<file path="src/rtl/bridge_cmd_cfg.svh">
// Purpose: Constants for the primary command register of the bridge
// Assumes: Included by bare name from the design files
// Notes:   Offsets, width, bit positions, masks, reset values and palette addresses only
`ifndef BRIDGE_CMD_CFG_SVH
`define BRIDGE_CMD_CFG_SVH

// ****************************************************************
// Register placement
// ****************************************************************
`define CMD_DWORD          6'h01
`define CMD_WIDTH          16
`define CMD_RESET          16'h0000
`define CMD_WRITE_MASK     16'h0367

// ****************************************************************
// Field positions
// ****************************************************************
`define CMD_IO_EN          0
`define CMD_MEM_EN         1
`define CMD_MASTER_EN      2
`define CMD_SPECIAL_EN     3
`define CMD_MWI_EN         4
`define CMD_VGA_SNOOP      5
`define CMD_PERR_RESP      6
`define CMD_WAIT_CTL       7
`define CMD_SERR_EN        8
`define CMD_FBB_EN         9

// ****************************************************************
// Palette decode
// ****************************************************************
`define VGA_PAL_MASK_ADDR  10'h3c6
`define VGA_PAL_WR_ADDR    10'h3c8
`define VGA_PAL_DATA_ADDR  10'h3c9

`endif

</file>
<file path="src/rtl/bridge_cmd_pkg.sv">
// Purpose: Types shared by the bridge command register design
// Assumes: Nothing beyond the configuration header
// Notes:   Used by scope, never imported
package bridge_cmd_pkg;

    // Bus command class of a transaction seen by the bridge
    typedef enum logic [2:0] {
        txn_io_read,
        txn_io_write,
        txn_mem_read,
        txn_mem_write,
        txn_mem_wr_inv,
        txn_config,
        txn_special
    } txn_kind_t;

    // Whole state of the register block
    typedef struct packed {
        logic [15:0] cmd;
        logic [31:0] rdata;
        logic        ack;
    } cmd_state_t;

endpackage

</file>
<file path="src/rtl/bridge_primary_command_register.sv">
// Purpose: Primary command register of a bus-to-bus bridge and the
//          enables it applies to the primary and secondary interfaces
// Assumes: Type 0 configuration cycles are decoded outside; this block
//          sees one strobe per data phase with dword offset and byte
//          enables (active low)
// Notes:   Status half of the dword reads zero here
//
// Overview of operation
// - I/O space enable clear blocks claiming primary I/O except snooped palette writes; resets zero.
// - Memory space enable clear blocks claiming primary memory; resets zero.
// - Master enable gates secondary claims and primary initiation; resets zero.
// - Configuration forwarding ignores the master enable.
// - Special cycles ignored; special cycle enable reads zero.
// - Invalidate enable reads zero; invalidate issued only when forwarding one.
// - Palette write: I/O write, bits 9:0 match, 31:16 zero.
// - Snoop enable claims palette writes; else only inside I/O window.
// - Parity response clear suppresses parity pin, status set and address errors.
// - Parity response set allows parity pin, status set and address errors.
// - Wait cycle control bit reads zero.
// - System error enable clear never drives system error pin; resets zero.
// - Fast back-to-back generation only while its enable is set.
// - Bits 15:10 are reserved and read zero.
`timescale 1ns/10ps
`default_nettype none
`include "bridge_cmd_cfg.svh"

module bridge_primary_command_register (
    input  wire logic                      clk,            // Primary bus clock
    input  wire logic                      rst,            // Asynchronous reset
    // Configuration access
    input  wire logic                      cfg_strobe,     // Data phase of Type 0 cycle
    input  wire logic                      cfg_write,      // 1 write, 0 read
    input  wire logic [5:0]                cfg_dword,      // Dword offset
    input  wire logic [3:0]                cfg_be_n,       // Byte enables, low active
    input  wire logic [31:0]               cfg_wdata,      // Write data
    output logic [31:0]                    cfg_rdata,      // Read data
    output logic                           cfg_ack,        // Access done
    // Primary target side
    input  wire logic                      p_valid,        // Primary transaction
    input  wire bridge_cmd_pkg::txn_kind_t p_kind,         // Its command class
    input  wire logic [31:0]               p_addr,         // Its address
    input  wire logic                      p_io_in_win,    // Inside I/O window
    input  wire logic                      p_mem_in_win,   // Inside memory window
    output logic                           p_claim,        // Bridge claims it
    output logic                           p_vga_fwd,      // Claimed as palette write
    // Secondary target side
    input  wire logic                      s_valid,        // Secondary transaction
    input  wire bridge_cmd_pkg::txn_kind_t s_kind,         // Its command class
    input  wire logic                      s_fwd_range,    // Address goes upstream
    output logic                           s_claim,        // Bridge claims it
    // Primary initiator side
    input  wire logic                      m_req,          // Queue wants primary
    input  wire bridge_cmd_pkg::txn_kind_t m_kind,         // Command to issue
    input  wire logic                      m_mwi_fwd,      // Carries forwarded MWI
    input  wire logic                      m_b2b_want,     // Next cycle back to back
    output logic                           m_go,           // Initiation allowed
    output logic                           m_fbb,          // Fast back-to-back allowed
    // Error signalling
    input  wire logic                      data_perr,      // Data parity error
    input  wire logic                      addr_perr,      // Address parity error
    input  wire logic                      primary_master, // Master on primary
    input  wire logic                      serr_event,     // Other system error cause
    output logic                           p_perr_o,       // Parity pin value
    output logic                           p_perr_oe,      // Parity pin drive
    output logic                           p_serr_o,       // System error pin value
    output logic                           p_serr_oe,      // System error pin drive
    output logic                           dpr_set,        // Data parity reported set
    // Enables for the rest of the bridge
    output logic [15:0]                    cmd_value       // Current register
);

    bridge_cmd_pkg::cmd_state_t state;
    bridge_cmd_pkg::cmd_state_t next_state;

    logic vga_hit;
    logic io_en;
    logic mem_en;
    logic master_en;
    logic vga_snoop;
    logic perr_resp;
    logic serr_en;
    logic fbb_en;
    logic hit_cmd;

    // ****************************************************************
    // Byte merge with low-active enable
    // ****************************************************************
    function automatic logic [7:0] merge_byte(input logic [7:0] old_v,
                                               input logic [7:0] new_v,
                                               input logic       be_n,
                                               input logic [7:0] wmask);
        logic [7:0] sel;
        sel = be_n ? 8'h00 : wmask;
        merge_byte = (old_v & ~sel) | (new_v & sel);
    endfunction

    // ****************************************************************
    // Enable fields
    // ****************************************************************
    always_comb begin
        io_en     = state.cmd[`CMD_IO_EN];
        mem_en    = state.cmd[`CMD_MEM_EN];
        master_en = state.cmd[`CMD_MASTER_EN];
        vga_snoop = state.cmd[`CMD_VGA_SNOOP];
        perr_resp = state.cmd[`CMD_PERR_RESP];
        serr_en   = state.cmd[`CMD_SERR_EN];
        fbb_en    = state.cmd[`CMD_FBB_EN];
    end

    // ****************************************************************
    // Configuration access
    // ****************************************************************
    always_comb begin
        next_state = state;
        hit_cmd    = cfg_strobe && (cfg_dword == `CMD_DWORD);
        next_state.ack = cfg_strobe;
        if (cfg_strobe && cfg_write) begin
            next_state.rdata = 32'h0000_0000;
        end
        if (hit_cmd && cfg_write) begin
            // Read-only bits keep zero because the mask never selects them
            next_state.cmd[7:0]  = merge_byte(state.cmd[7:0], cfg_wdata[7:0],
                                              cfg_be_n[0],
                                              8'(`CMD_WRITE_MASK));
            next_state.cmd[15:8] = merge_byte(state.cmd[15:8], cfg_wdata[15:8],
                                              cfg_be_n[1],
                                              8'(`CMD_WRITE_MASK >> 8));
        end
        if (cfg_strobe && !cfg_write) begin
            if (hit_cmd) begin
                // Reserved and fixed bits are forced to zero on the way out
                next_state.rdata = {16'h0000,
                                    state.cmd & `CMD_WRITE_MASK};
            end else begin
                next_state.rdata = 32'h0000_0000;
            end
        end
    end

    always_ff @(posedge clk or posedge rst) begin
        if (rst) begin
            state.cmd   <= `CMD_RESET;
            state.rdata <= 32'h0000_0000;
            state.ack   <= 1'b0;
        end else begin
            state <= next_state;
        end
    end

    assign cfg_rdata = state.rdata;
    assign cfg_ack   = state.ack;
    assign cmd_value = state.cmd;

    // ****************************************************************
    // Palette decode
    // ****************************************************************
    vga_palette_decode u_vga (
        .valid (p_valid),
        .kind  (p_kind),
        .addr  (p_addr),
        .hit   (vga_hit)
    );

    // ****************************************************************
    // Primary target claim
    // ****************************************************************
    always_comb begin
        p_vga_fwd = vga_hit && vga_snoop;
        p_claim   = 1'b0;
        if (p_valid) begin
            case (p_kind)
                bridge_cmd_pkg::txn_io_read:  p_claim = io_en && p_io_in_win;
                bridge_cmd_pkg::txn_io_write: p_claim = p_vga_fwd ||
                                                        (io_en && p_io_in_win);
                bridge_cmd_pkg::txn_mem_read,
                bridge_cmd_pkg::txn_mem_write,
                bridge_cmd_pkg::txn_mem_wr_inv: p_claim = mem_en && p_mem_in_win;
                bridge_cmd_pkg::txn_special:  p_claim = 1'b0;
                default:                      p_claim = 1'b0;
            endcase
        end
    end

    // ****************************************************************
    // Secondary target claim
    // ****************************************************************
    always_comb begin
        s_claim = 1'b0;
        if (s_valid && s_fwd_range) begin
            case (s_kind)
                bridge_cmd_pkg::txn_io_read,
                bridge_cmd_pkg::txn_io_write,
                bridge_cmd_pkg::txn_mem_read,
                bridge_cmd_pkg::txn_mem_write,
                bridge_cmd_pkg::txn_mem_wr_inv: s_claim = master_en;
                bridge_cmd_pkg::txn_config:   s_claim = 1'b1;
                bridge_cmd_pkg::txn_special:  s_claim = 1'b0;
                default:                      s_claim = 1'b0;
            endcase
        end
    end

    // ****************************************************************
    // Primary initiation
    // ****************************************************************
    always_comb begin
        m_go = 1'b0;
        if (m_req) begin
            case (m_kind)
                bridge_cmd_pkg::txn_io_read,
                bridge_cmd_pkg::txn_io_write,
                bridge_cmd_pkg::txn_mem_read,
                bridge_cmd_pkg::txn_mem_write: m_go = master_en;
                bridge_cmd_pkg::txn_mem_wr_inv: m_go = master_en && m_mwi_fwd;
                bridge_cmd_pkg::txn_config:   m_go = 1'b1;
                default:                      m_go = 1'b0;
            endcase
        end
        m_fbb = m_go && m_b2b_want && fbb_en;
    end

    // ****************************************************************
    // Error pins
    // ****************************************************************
    parity_serr_gate u_err (
        .perr_resp      (perr_resp),
        .serr_en        (serr_en),
        .data_perr      (data_perr),
        .addr_perr      (addr_perr),
        .primary_master (primary_master),
        .serr_event     (serr_event),
        .perr_oe        (p_perr_oe),
        .dpr_set        (dpr_set),
        .serr_oe        (p_serr_oe)
    );

    // Open-drain style pins only ever pull low
    assign p_perr_o = 1'b0;
    assign p_serr_o = 1'b0;

endmodule
`default_nettype wire

</file>
<file path="src/rtl/parity_serr_gate.sv">
// Purpose: Gate primary parity and system error signalling
// Assumes: Detection events come from the primary bus logic
// Notes:   Error pins are open drain: only the enable toggles
`timescale 1ns/10ps
`default_nettype none

module parity_serr_gate (
    input  wire logic perr_resp,      // Parity error response enable
    input  wire logic serr_en,        // System error enable
    input  wire logic data_perr,      // Data parity error detected
    input  wire logic addr_perr,      // Address parity error detected
    input  wire logic primary_master, // Bridge is master on primary
    input  wire logic serr_event,     // Other system error condition
    output logic      perr_oe,        // Drive primary parity error pin
    output logic      dpr_set,        // Set data-parity-reported status
    output logic      serr_oe         // Drive primary system error pin
);

    // ****************************************************************
    // Gating
    // ****************************************************************
    always_comb begin
        perr_oe = perr_resp && data_perr;
        dpr_set = perr_resp && data_perr && primary_master;
        serr_oe = serr_en && ((perr_resp && addr_perr) || serr_event);
    end

endmodule
`default_nettype wire

</file>
<file path="src/rtl/vga_palette_decode.sv">
// Purpose: Recognise a palette write on the primary bus
// Assumes: Address and command are stable while valid is high
// Notes:   Purely combinational
`timescale 1ns/10ps
`default_nettype none
`include "bridge_cmd_cfg.svh"

module vga_palette_decode (
    input  wire logic                  valid,    // Transaction present
    input  wire bridge_cmd_pkg::txn_kind_t kind, // Bus command class
    input  wire logic [31:0]           addr,     // Primary address
    output logic                       hit       // Palette write seen
);

    logic low_match;

    // ****************************************************************
    // Decode: bits 9:0 compared, 15:10 ignored, 31:16 zero
    // ****************************************************************
    always_comb begin
        low_match = (addr[9:0] == `VGA_PAL_MASK_ADDR) ||
                    (addr[9:0] == `VGA_PAL_WR_ADDR)   ||
                    (addr[9:0] == `VGA_PAL_DATA_ADDR);
        hit = valid && (kind == bridge_cmd_pkg::txn_io_write) && low_match &&
              (addr[31:16] == 16'h0000);
    end

endmodule
`default_nettype wire
</file>
<file path="config.mk">
export PLATFORM = sky130hd
export DESIGN_NAME = bridge_primary_command_register
export DESIGN_NICKNAME = d
export VERILOG_FILES = /design/src/rtl/bridge_cmd_pkg.sv /design/src/rtl/bridge_primary_command_register.sv /design/src/rtl/parity_serr_gate.sv /design/src/rtl/vga_palette_decode.sv
export VERILOG_INCLUDE_DIRS = /design/src /design/src/rtl
export SDC_FILE = /design/constraint.sdc
export NUM_CORES = 1
export LEC_CHECK = 0
export BUFFER_PORTS_ARGS = -buffer_cell sky130_fd_sc_hd__buf_2
export CELL_PAD_IN_SITES_DETAIL_PLACEMENT = 2
export CELL_PAD_IN_SITES_GLOBAL_PLACEMENT = 2
export CORE_UTILIZATION = 14
export DETAILED_ROUTE_END_ITERATION = 8
export PLACE_DENSITY_LB_ADDON = 0.1
export SKIP_LAST_GASP = 1
export SYNTH_ARGS = -nofsm -noshare
export SYNTH_HDL_FRONTEND = slang
export SYNTH_SLANG_ARGS = --single-unit
</file>
<file path="constraint.sdc">
create_clock -name clk -period 1.4 [get_ports clk]
set_input_delay 0 -clock clk [delete_from_list [all_inputs] [get_ports clk]]
set_output_delay 0 -clock clk [all_outputs]
set_load 0.03 [all_outputs]
</file>
==> metrics.csv, run 1 <==
stage;metric;value;unit
die;placementRows;31;
timing;hold_viol;0;
worst_hold_path;hold_path.class;in2reg;
clocking;clkSinkCount;15;
clocking;cts_tree;done;
logic_synthesis;synth-seq-cells;15;
drt;postRouteWirelength;3650;um
logic_synthesis;synth_common_cells;38 x buf_4, 15 x dfrtp_1, 7 x a22o_1, 7 x mux2_2;
drt;drtPass1Iterations;3;
timing;worst_clock_skew;0.000202;ns
timing;fin_ws;-0.0448;ns
logic_synthesis;syn_avg_cell_area;9.93;um2
logic_synthesis;synth_edf_count;0;
flow_run;max-cap-violations;0;
timing;worstMarginPinSlew;0.583;ns
layout;fillers;876;
setup_path;setup.worst_path.end_class;output port;
timing;fmaxAchievable;692;MHz
timing;final.min_clock_period;1.44;ns
clocking;cts-root-buf;clkbuf_8;
place;dpl_cell_area;1520;um2
clocking;clk_latency;0.24;ns
clocking;clk_pin_slew;0.06;ns
setup_path;crit_fanout;2;
power_and_ir_drop;leakagePower;0.936;nW
power_and_ir_drop;power_density;685;nW/um2
logic_synthesis;yosys.area.top_type;dfrtp_1;
drt;met1_length;1390;um
worst_hold_path;min-delay-start;cfg_be_n[1];
drt;final_antenna_net_count;0;
drt;drc;0;
logic_synthesis;ys_seq_area_share;34.7;%
die;core;7370;um2
logic_synthesis;syn_area;1080;um2
timing;slew-limit-headroom;61.1;%
clocking;clock_path_buffers;2;
layout;synthToLayoutAreaGrowth;54.9;%
logic_synthesis;yosys_most_used_dff;dfrtp_1;
drt;top_layer_used;met4;
setup_path;r2r_cells;2;
drt;via_per_inst;3.62;
layout;drive_above_1_share;52.7;%
drt;num_vias;1107;
grt;antenna_found_initial;0;
logic_synthesis;yosysWarnings;0;
setup_path;cp-start-kind;flop;
grt;grt_pass1_wl;5950;um
drt;routed-wl-met2;1870;um
grt;grt-ovfl-total;0;
logic_synthesis;async_reset_ff_share;100;%
logic_synthesis;syn_inst;109;
clocking;cts_made_buffers;3;
run_status;violations;negative setup slack;
setup_path;r2r_slack;0.49;ns
die;ios;158;
drt;wl_met3;368;um
layout;fin_area;1680;um2
die;initial_core_util;14.7;%
timing;slew_viol_final;0;
logic_synthesis;yosys-top-cells-area;dfrtp_1 35%, buf_4 26%, mux2_2 7.3%;
drt;avgRoutedWirePerCell;11.9;um
place;hpwl;3160;um
grt;grt_start_max_net_pins;16;
power_and_ir_drop;peakVddDrop;237;uV
logic_synthesis;yosysTopAreaCellShare;34.7;%
worst_hold_path;whs_path_depth;3;
clocking;cts_setup_buffers;0;
layout;nets;307;
timing;holdWs;0.133;ns
grt;track_usage;9.31;%
setup_path;path_class;reg2out;
timing;setup_viol;1;
drt;drt_iter0_drc;20;
logic_synthesis;synth_cell_types;30;
die;die_x;89.9;um
die;die_y;89.9;um
clocking;cts_max_level;1;
run_status;status;complete, but fails checks;
logic_synthesis;yosysMostFrequentCell;buf_4;
timing;min_period_over_period;103;%
timing;rsz0062_at_grt;yes;
layout;num_antenna_cells;0;
die;die_area;8090;um2
grt;grt_pass1_vias;1174;
place;place.gp.congestion;0.790;
place;io_buffer_count;88;
layout;fin_util;22.8;%
setup_path;critPathArrivalTime;1.44;ns
setup_path;required;1.40;ns
-- layout by cell type (no fill, tap or decap), drive strengths merged --
cell type and instances:
a211oi 1, a21oi 2, a22o 7, a32oi 1, and2 1, and3 1
and4b 2, and4bb 1, buf 89, clkbuf 4, conb 36, dfrtp 15
dlygate4sd3 9, inv 4, mux2 7, nand2 2, nand3 2, nand4 2
nand4b 1, nor2 5, nor2b 3, nor3 1, nor3b 1, nor4 3
nor4b 2, nor4bb 1, o211a 1, o21ai 3
-- metal layers --
layer  global-route usage, %  up-vias
met5                       0        -
met4                    2.42        0
met3                    3.81        2
met2                    17.2       76
met1                    9.72      522
li1                        -      507
-- timing repair --
action | 4_1_cts | 5_1_grt
gates resized for setup | 4 | 1
cloned | 0 | 0
hold endpoints to repair | 22 | 1
setup endpoints to repair | 2 | 3
hold buffers | 8 | 1
pin swaps | 2 | 0
-- metrics by stage --
step / worst slack, ns / TNS (ns) / power, mW / instances
2_1_floorplan: -0.231 / -0.231 / 0.745 / 144
3_3_place_gp: -0.0489 / -0.0489 / 0.785 / 293
3_5_place_dp: -0.0481 / -0.130 / 0.792 / 293
4_1_cts: -0.0887 / -0.124 / 1.17 / 305
5_1_grt: -0.146 / -0.233 / 1.23 / 306
6_report: -0.0448 / -0.0448 / 1.15 / 306
-- critical path: stages (launching register included) --
cell     delay [ns]
dfrtp_2        0.36
nor4b_4        0.19
nand3_2        0.12
nor4_4         0.22
o211a_4        0.19
buf_6          0.12
-- area by class of cell --
type | instances | area (um2) | area share [%]
sequential | 15 | 377 | 22.5
clock buffer | 4 | 45.0 | 2.69
timing repair buffer | 98 | 544 | 32.5
tap | 99 | 124 | 7.39
multi-input combinational | 86 | 572 | 34.1
inverter | 4 | 15.0 | 0.896
-- where the power goes --
group          switching, mW  internal, mW
combinational          0.232         0.116
sequential            0.0116         0.445
clock                  0.143         0.201
total                  0.387         0.763
-- how the worst max path moves through the flow --
stage	from	end	slack [ns]
after detailed placement	flop	p_claim	-0.05
after global placement	flop	p_claim	-0.05
final	flop	p_claim	-0.04
after CTS	flop	p_claim	-0.09
after global routing	flop	p_claim	-0.15
after floorplan	flop	p_claim	-0.23
-- cells by family (layout without fill, tap and decap cells) --
| logic type | count (synthesis) | after routing | share of synthesized area (%) |
|---|---|---|---|
| compound gates | 15 | 15 | 10.4 |
| other cells | 1 | 36 | 0.346 |
| flops | 15 | 15 | 34.7 |
| simple gates | 28 | 28 | 19.1 |
| buf+inv | 43 | 106 | 28.2 |
| mux | 7 | 7 | 7.28 |
No activity file was read; power rests on OpenSTA's default activity.
==> run 2: changes to the inputs <==
--- a/config.mk
+++ b/config.mk
@@ -6,10 +6,11 @@
 export SDC_FILE = /design/constraint.sdc
 export NUM_CORES = 1
 export LEC_CHECK = 0
+export ABC_AREA = 1
 export BUFFER_PORTS_ARGS = -buffer_cell sky130_fd_sc_hd__buf_2
 export CELL_PAD_IN_SITES_DETAIL_PLACEMENT = 2
 export CELL_PAD_IN_SITES_GLOBAL_PLACEMENT = 2
-export CORE_UTILIZATION = 14
+export CORE_UTILIZATION = 15
 export DETAILED_ROUTE_END_ITERATION = 8
 export PLACE_DENSITY_LB_ADDON = 0.1
 export SKIP_LAST_GASP = 1
==> run 2 against run 1 <==
The flow now finishes without violations. Total power is 3.1% higher. Core utilization is 0.12 points higher. Global-route usage is 0.43 points lower. Non-clock buffer count stayed put. Final area is 7.6% higher. Critical path depth is 2 higher. Via count is 20% higher. Count of clock-buffer cells in the layout stayed put. Die area is 7.2% higher. Sequential power hardly changed. Fmax is 12% higher. Critical path type unchanged.
==> metrics.csv, run 2 <==
stage;metric;value;unit
run_status;status;finished, final reports clean;
logic_synthesis;syn_avg_cell_area;7.03;um2
timing;rsz0062_at_grt;no;
place;hpwl;3260;um
power_and_ir_drop;p_clk_share;29.5;%
clocking;cts_made_buffers;3;
logic_synthesis;yosys.area.top_type;dfrtp_1;
drt;drc;0;
timing;fmaxAchievable;777;MHz
logic_synthesis;yosys_most_used_dff;dfrtp_1;
clocking;clk_pin_slew;0.06;ns
power_and_ir_drop;peakVddDrop;230;uV
setup_path;endpoint;p_claim;
drt;avgRoutedWirePerCell;10.0;um
drt;via_per_inst;3.50;
layout;num_antenna_cells;0;
grt;grt_start_max_net_pins;16;
clocking;cts-root-buf;clkbuf_8;
timing;min_period_over_period;91.9;%
logic_synthesis;yosysTopAreaCellShare;30.2;%
grt;grt-ovfl-total;0;
logic_synthesis;yosys-top-cells-area;dfrtp_1 30%, buf_4 23%, nand2_1 11%;
layout;final_cells;378;
setup_path;r2r_cells;3;
worst_hold_path;hold_path.class;in2reg;
power_and_ir_drop;p_sw;0.416;mW
power_and_ir_drop;p_sw_share;35.1;%
logic_synthesis;syn_area;1240;um2
layout;drive_above_1_share;37.0;%
drt;postRouteWirelength;3780;um
layout;nets;376;
setup_path;r2r_slack;0.63;ns
drt;drtPass1Iterations;3;
grt;track_usage;8.88;%
layout;final_cell_mix;87 x buf_2, 37 x nand2_1, 36 x conb_1;
power_and_ir_drop;share_comb_of_total_power;32.0;%
timing;hold_viol;0;
flow_run;max-cap-violations;0;
clocking;cts_tree;done;
logic_synthesis;synth-seq-cells;15;
timing;fin_ws;0.113;ns
setup_path;critPathArrivalTime;1.29;ns
power_and_ir_drop;leakagePower;1.18;nW
power_and_ir_drop;internal-power;0.769;mW
power_and_ir_drop;power_frac_seq;38.5;%
logic_synthesis;synth_edf_count;0;
setup_path;crit_fanout;3;
timing;holdWs;0.00350;ns
clocking;cts_max_level;1;
die;die_area;8670;um2
timing;slew_viol_final;0;
logic_synthesis;async_reset_ff_share;100;%
timing;final.min_clock_period;1.29;ns
grt;antenna_found_initial;0;
die;ios;158;
layout;fillers;1006;
place;dp_cells;365;
drt;num_vias;1323;
setup_path;path_class;reg2out;
timing;worst_clock_skew;0.00473;ns
layout;final_common_cell;buf_2;
logic_synthesis;ys_seq_area_share;30.2;%
place;io_buffer_count;88;
logic_synthesis;synth_common_cells;38 x buf_4, 38 x nand2_1, 30 x inv_1;
place;place.gp.congestion;0.611;
clocking;clkSinkCount;15;
timing;slew-limit-headroom;57.8;%
logic_synthesis;yosysWarnings;0;
logic_synthesis;syn_inst;177;
grt;grt_pass1_wl;6220;um
die;initial_core_util;15.8;%
place;post-place-ws;0.292;ns
timing;setup_tns;0;ns
die;die_y;93.1;um
logic_synthesis;synth_cell_types;20;
setup_path;cp-start-kind;flop;
timing;worstMarginPinSlew;0.633;ns
die;placementRows;32;
setup_path;setup.worst_path.end_class;output port;
layout;synthToLayoutAreaGrowth;44.9;%
drt;drt_iter0_drc;19;
grt;grt_pass1_vias;1352;
clocking;clock_path_buffers;2;
die;die_x;93.1;um
timing;setup_viol;0;
setup_path;required;1.40;ns
power_and_ir_drop;power_density;657;nW/um2
die;core;7890;um2
clocking;clk_latency;0.25;ns
drt;final_antenna_net_count;0;
[run 2: cell types whose count changed after synthesis, moves of 7 or more]
cell and change:
inv_1 +26, nand2_1 +36, a22o_1 -7, mux2_2 -7
nor2_1 +15, nand3_1 +9
[run 2: power by group through the flow]
stage          combinational [mW]  clock (mW)  sequential, mW
2_1_floorplan               0.298           0           0.479
3_3_place_gp                0.359           0           0.465
3_5_place_dp                0.363           0           0.465
4_1_cts                     0.381       0.369           0.457
5_1_grt                     0.418       0.389           0.458
6_report                    0.380       0.350           0.456
[run 2: layer usage]
metal  global-route usage [%]  up-vias  wire [um]
met1                     10.9      587       1560
met5                        0        -          0
li1                         -      662          -
met2                     16.0       72       1840
met4                     1.54        0         23
met3                     1.95        2        352
[run 2: how the worst min path moves through the flow]
| stage | startpoint | to | slack (ns) | cells past startpoint |
|---|---|---|---|---|
| global route | cfg_wdata[8] | flop | 0.002 | 3 |
| finish | cfg_wdata[8] | flop | 0.003 | 3 |
| global placement | rst | cfg_rdata[5] | 0.11 | 2 |
| floorplan | rst | async pin | -0.1 | 1 |
| detailed placement | rst | cfg_rdata[5] | 0.12 | 2 |
| CTS | cfg_wdata[8] | flop | 0.004 | 3 |
[run 2: metrics by stage]
| step | area, um2 | power [mW] | util (%) |
|---|---|---|---|
| 3_3_place_gp | 1670 | 0.823 | 21.1 |
| 2_1_floorplan | 1380 | 0.777 | - |
| 3_5_place_dp | 1670 | 0.827 | 21.1 |
| 4_1_cts | 1790 | 1.21 | 22.7 |
| 6_report | 1800 | 1.19 | 22.9 |
| 5_1_grt | 1800 | 1.26 | 22.9 |
[run 2: cell type report]
type	instances	area, um2	area share [%]
multi-input combinational	129	606	33.6
timing repair buffer	98	538	29.8
sequential	15	375	20.8
tap	102	128	7.07
inverter	30	113	6.24
clock buffer	4	45.0	2.50
[run 2: logic make-up (layout without fill, tap and decap cells)]
logic type / after synthesis / in the layout / synth area share [%]
simple gates: 75 / 75 / 29.5
compound gates: 18 / 18 / 8.04
other cells: 1 / 36 / 0.301
buf+inv: 68 / 132 / 32.0
flops: 15 / 15 / 30.2
[run 2: repair_timing]
action / CTS / global route
setup buffers: 0 / 1
endpoints found under the hold margin: 22 / 0
setup endpoints to repair: 0 / 1
hold buffers: 8 / 0
gates resized for setup: 0 / 4
[run 2: worst max-delay path, cell delays in order (launching register included)]
cell and delay, ns:
dfrtp_1 0.41, nand2_2 0.07, inv_2 0.04, nand3_1 0.05, o21ai_0 0.08, a21oi_1 0.14
a21oi_1 0.08, buf_4 0.17
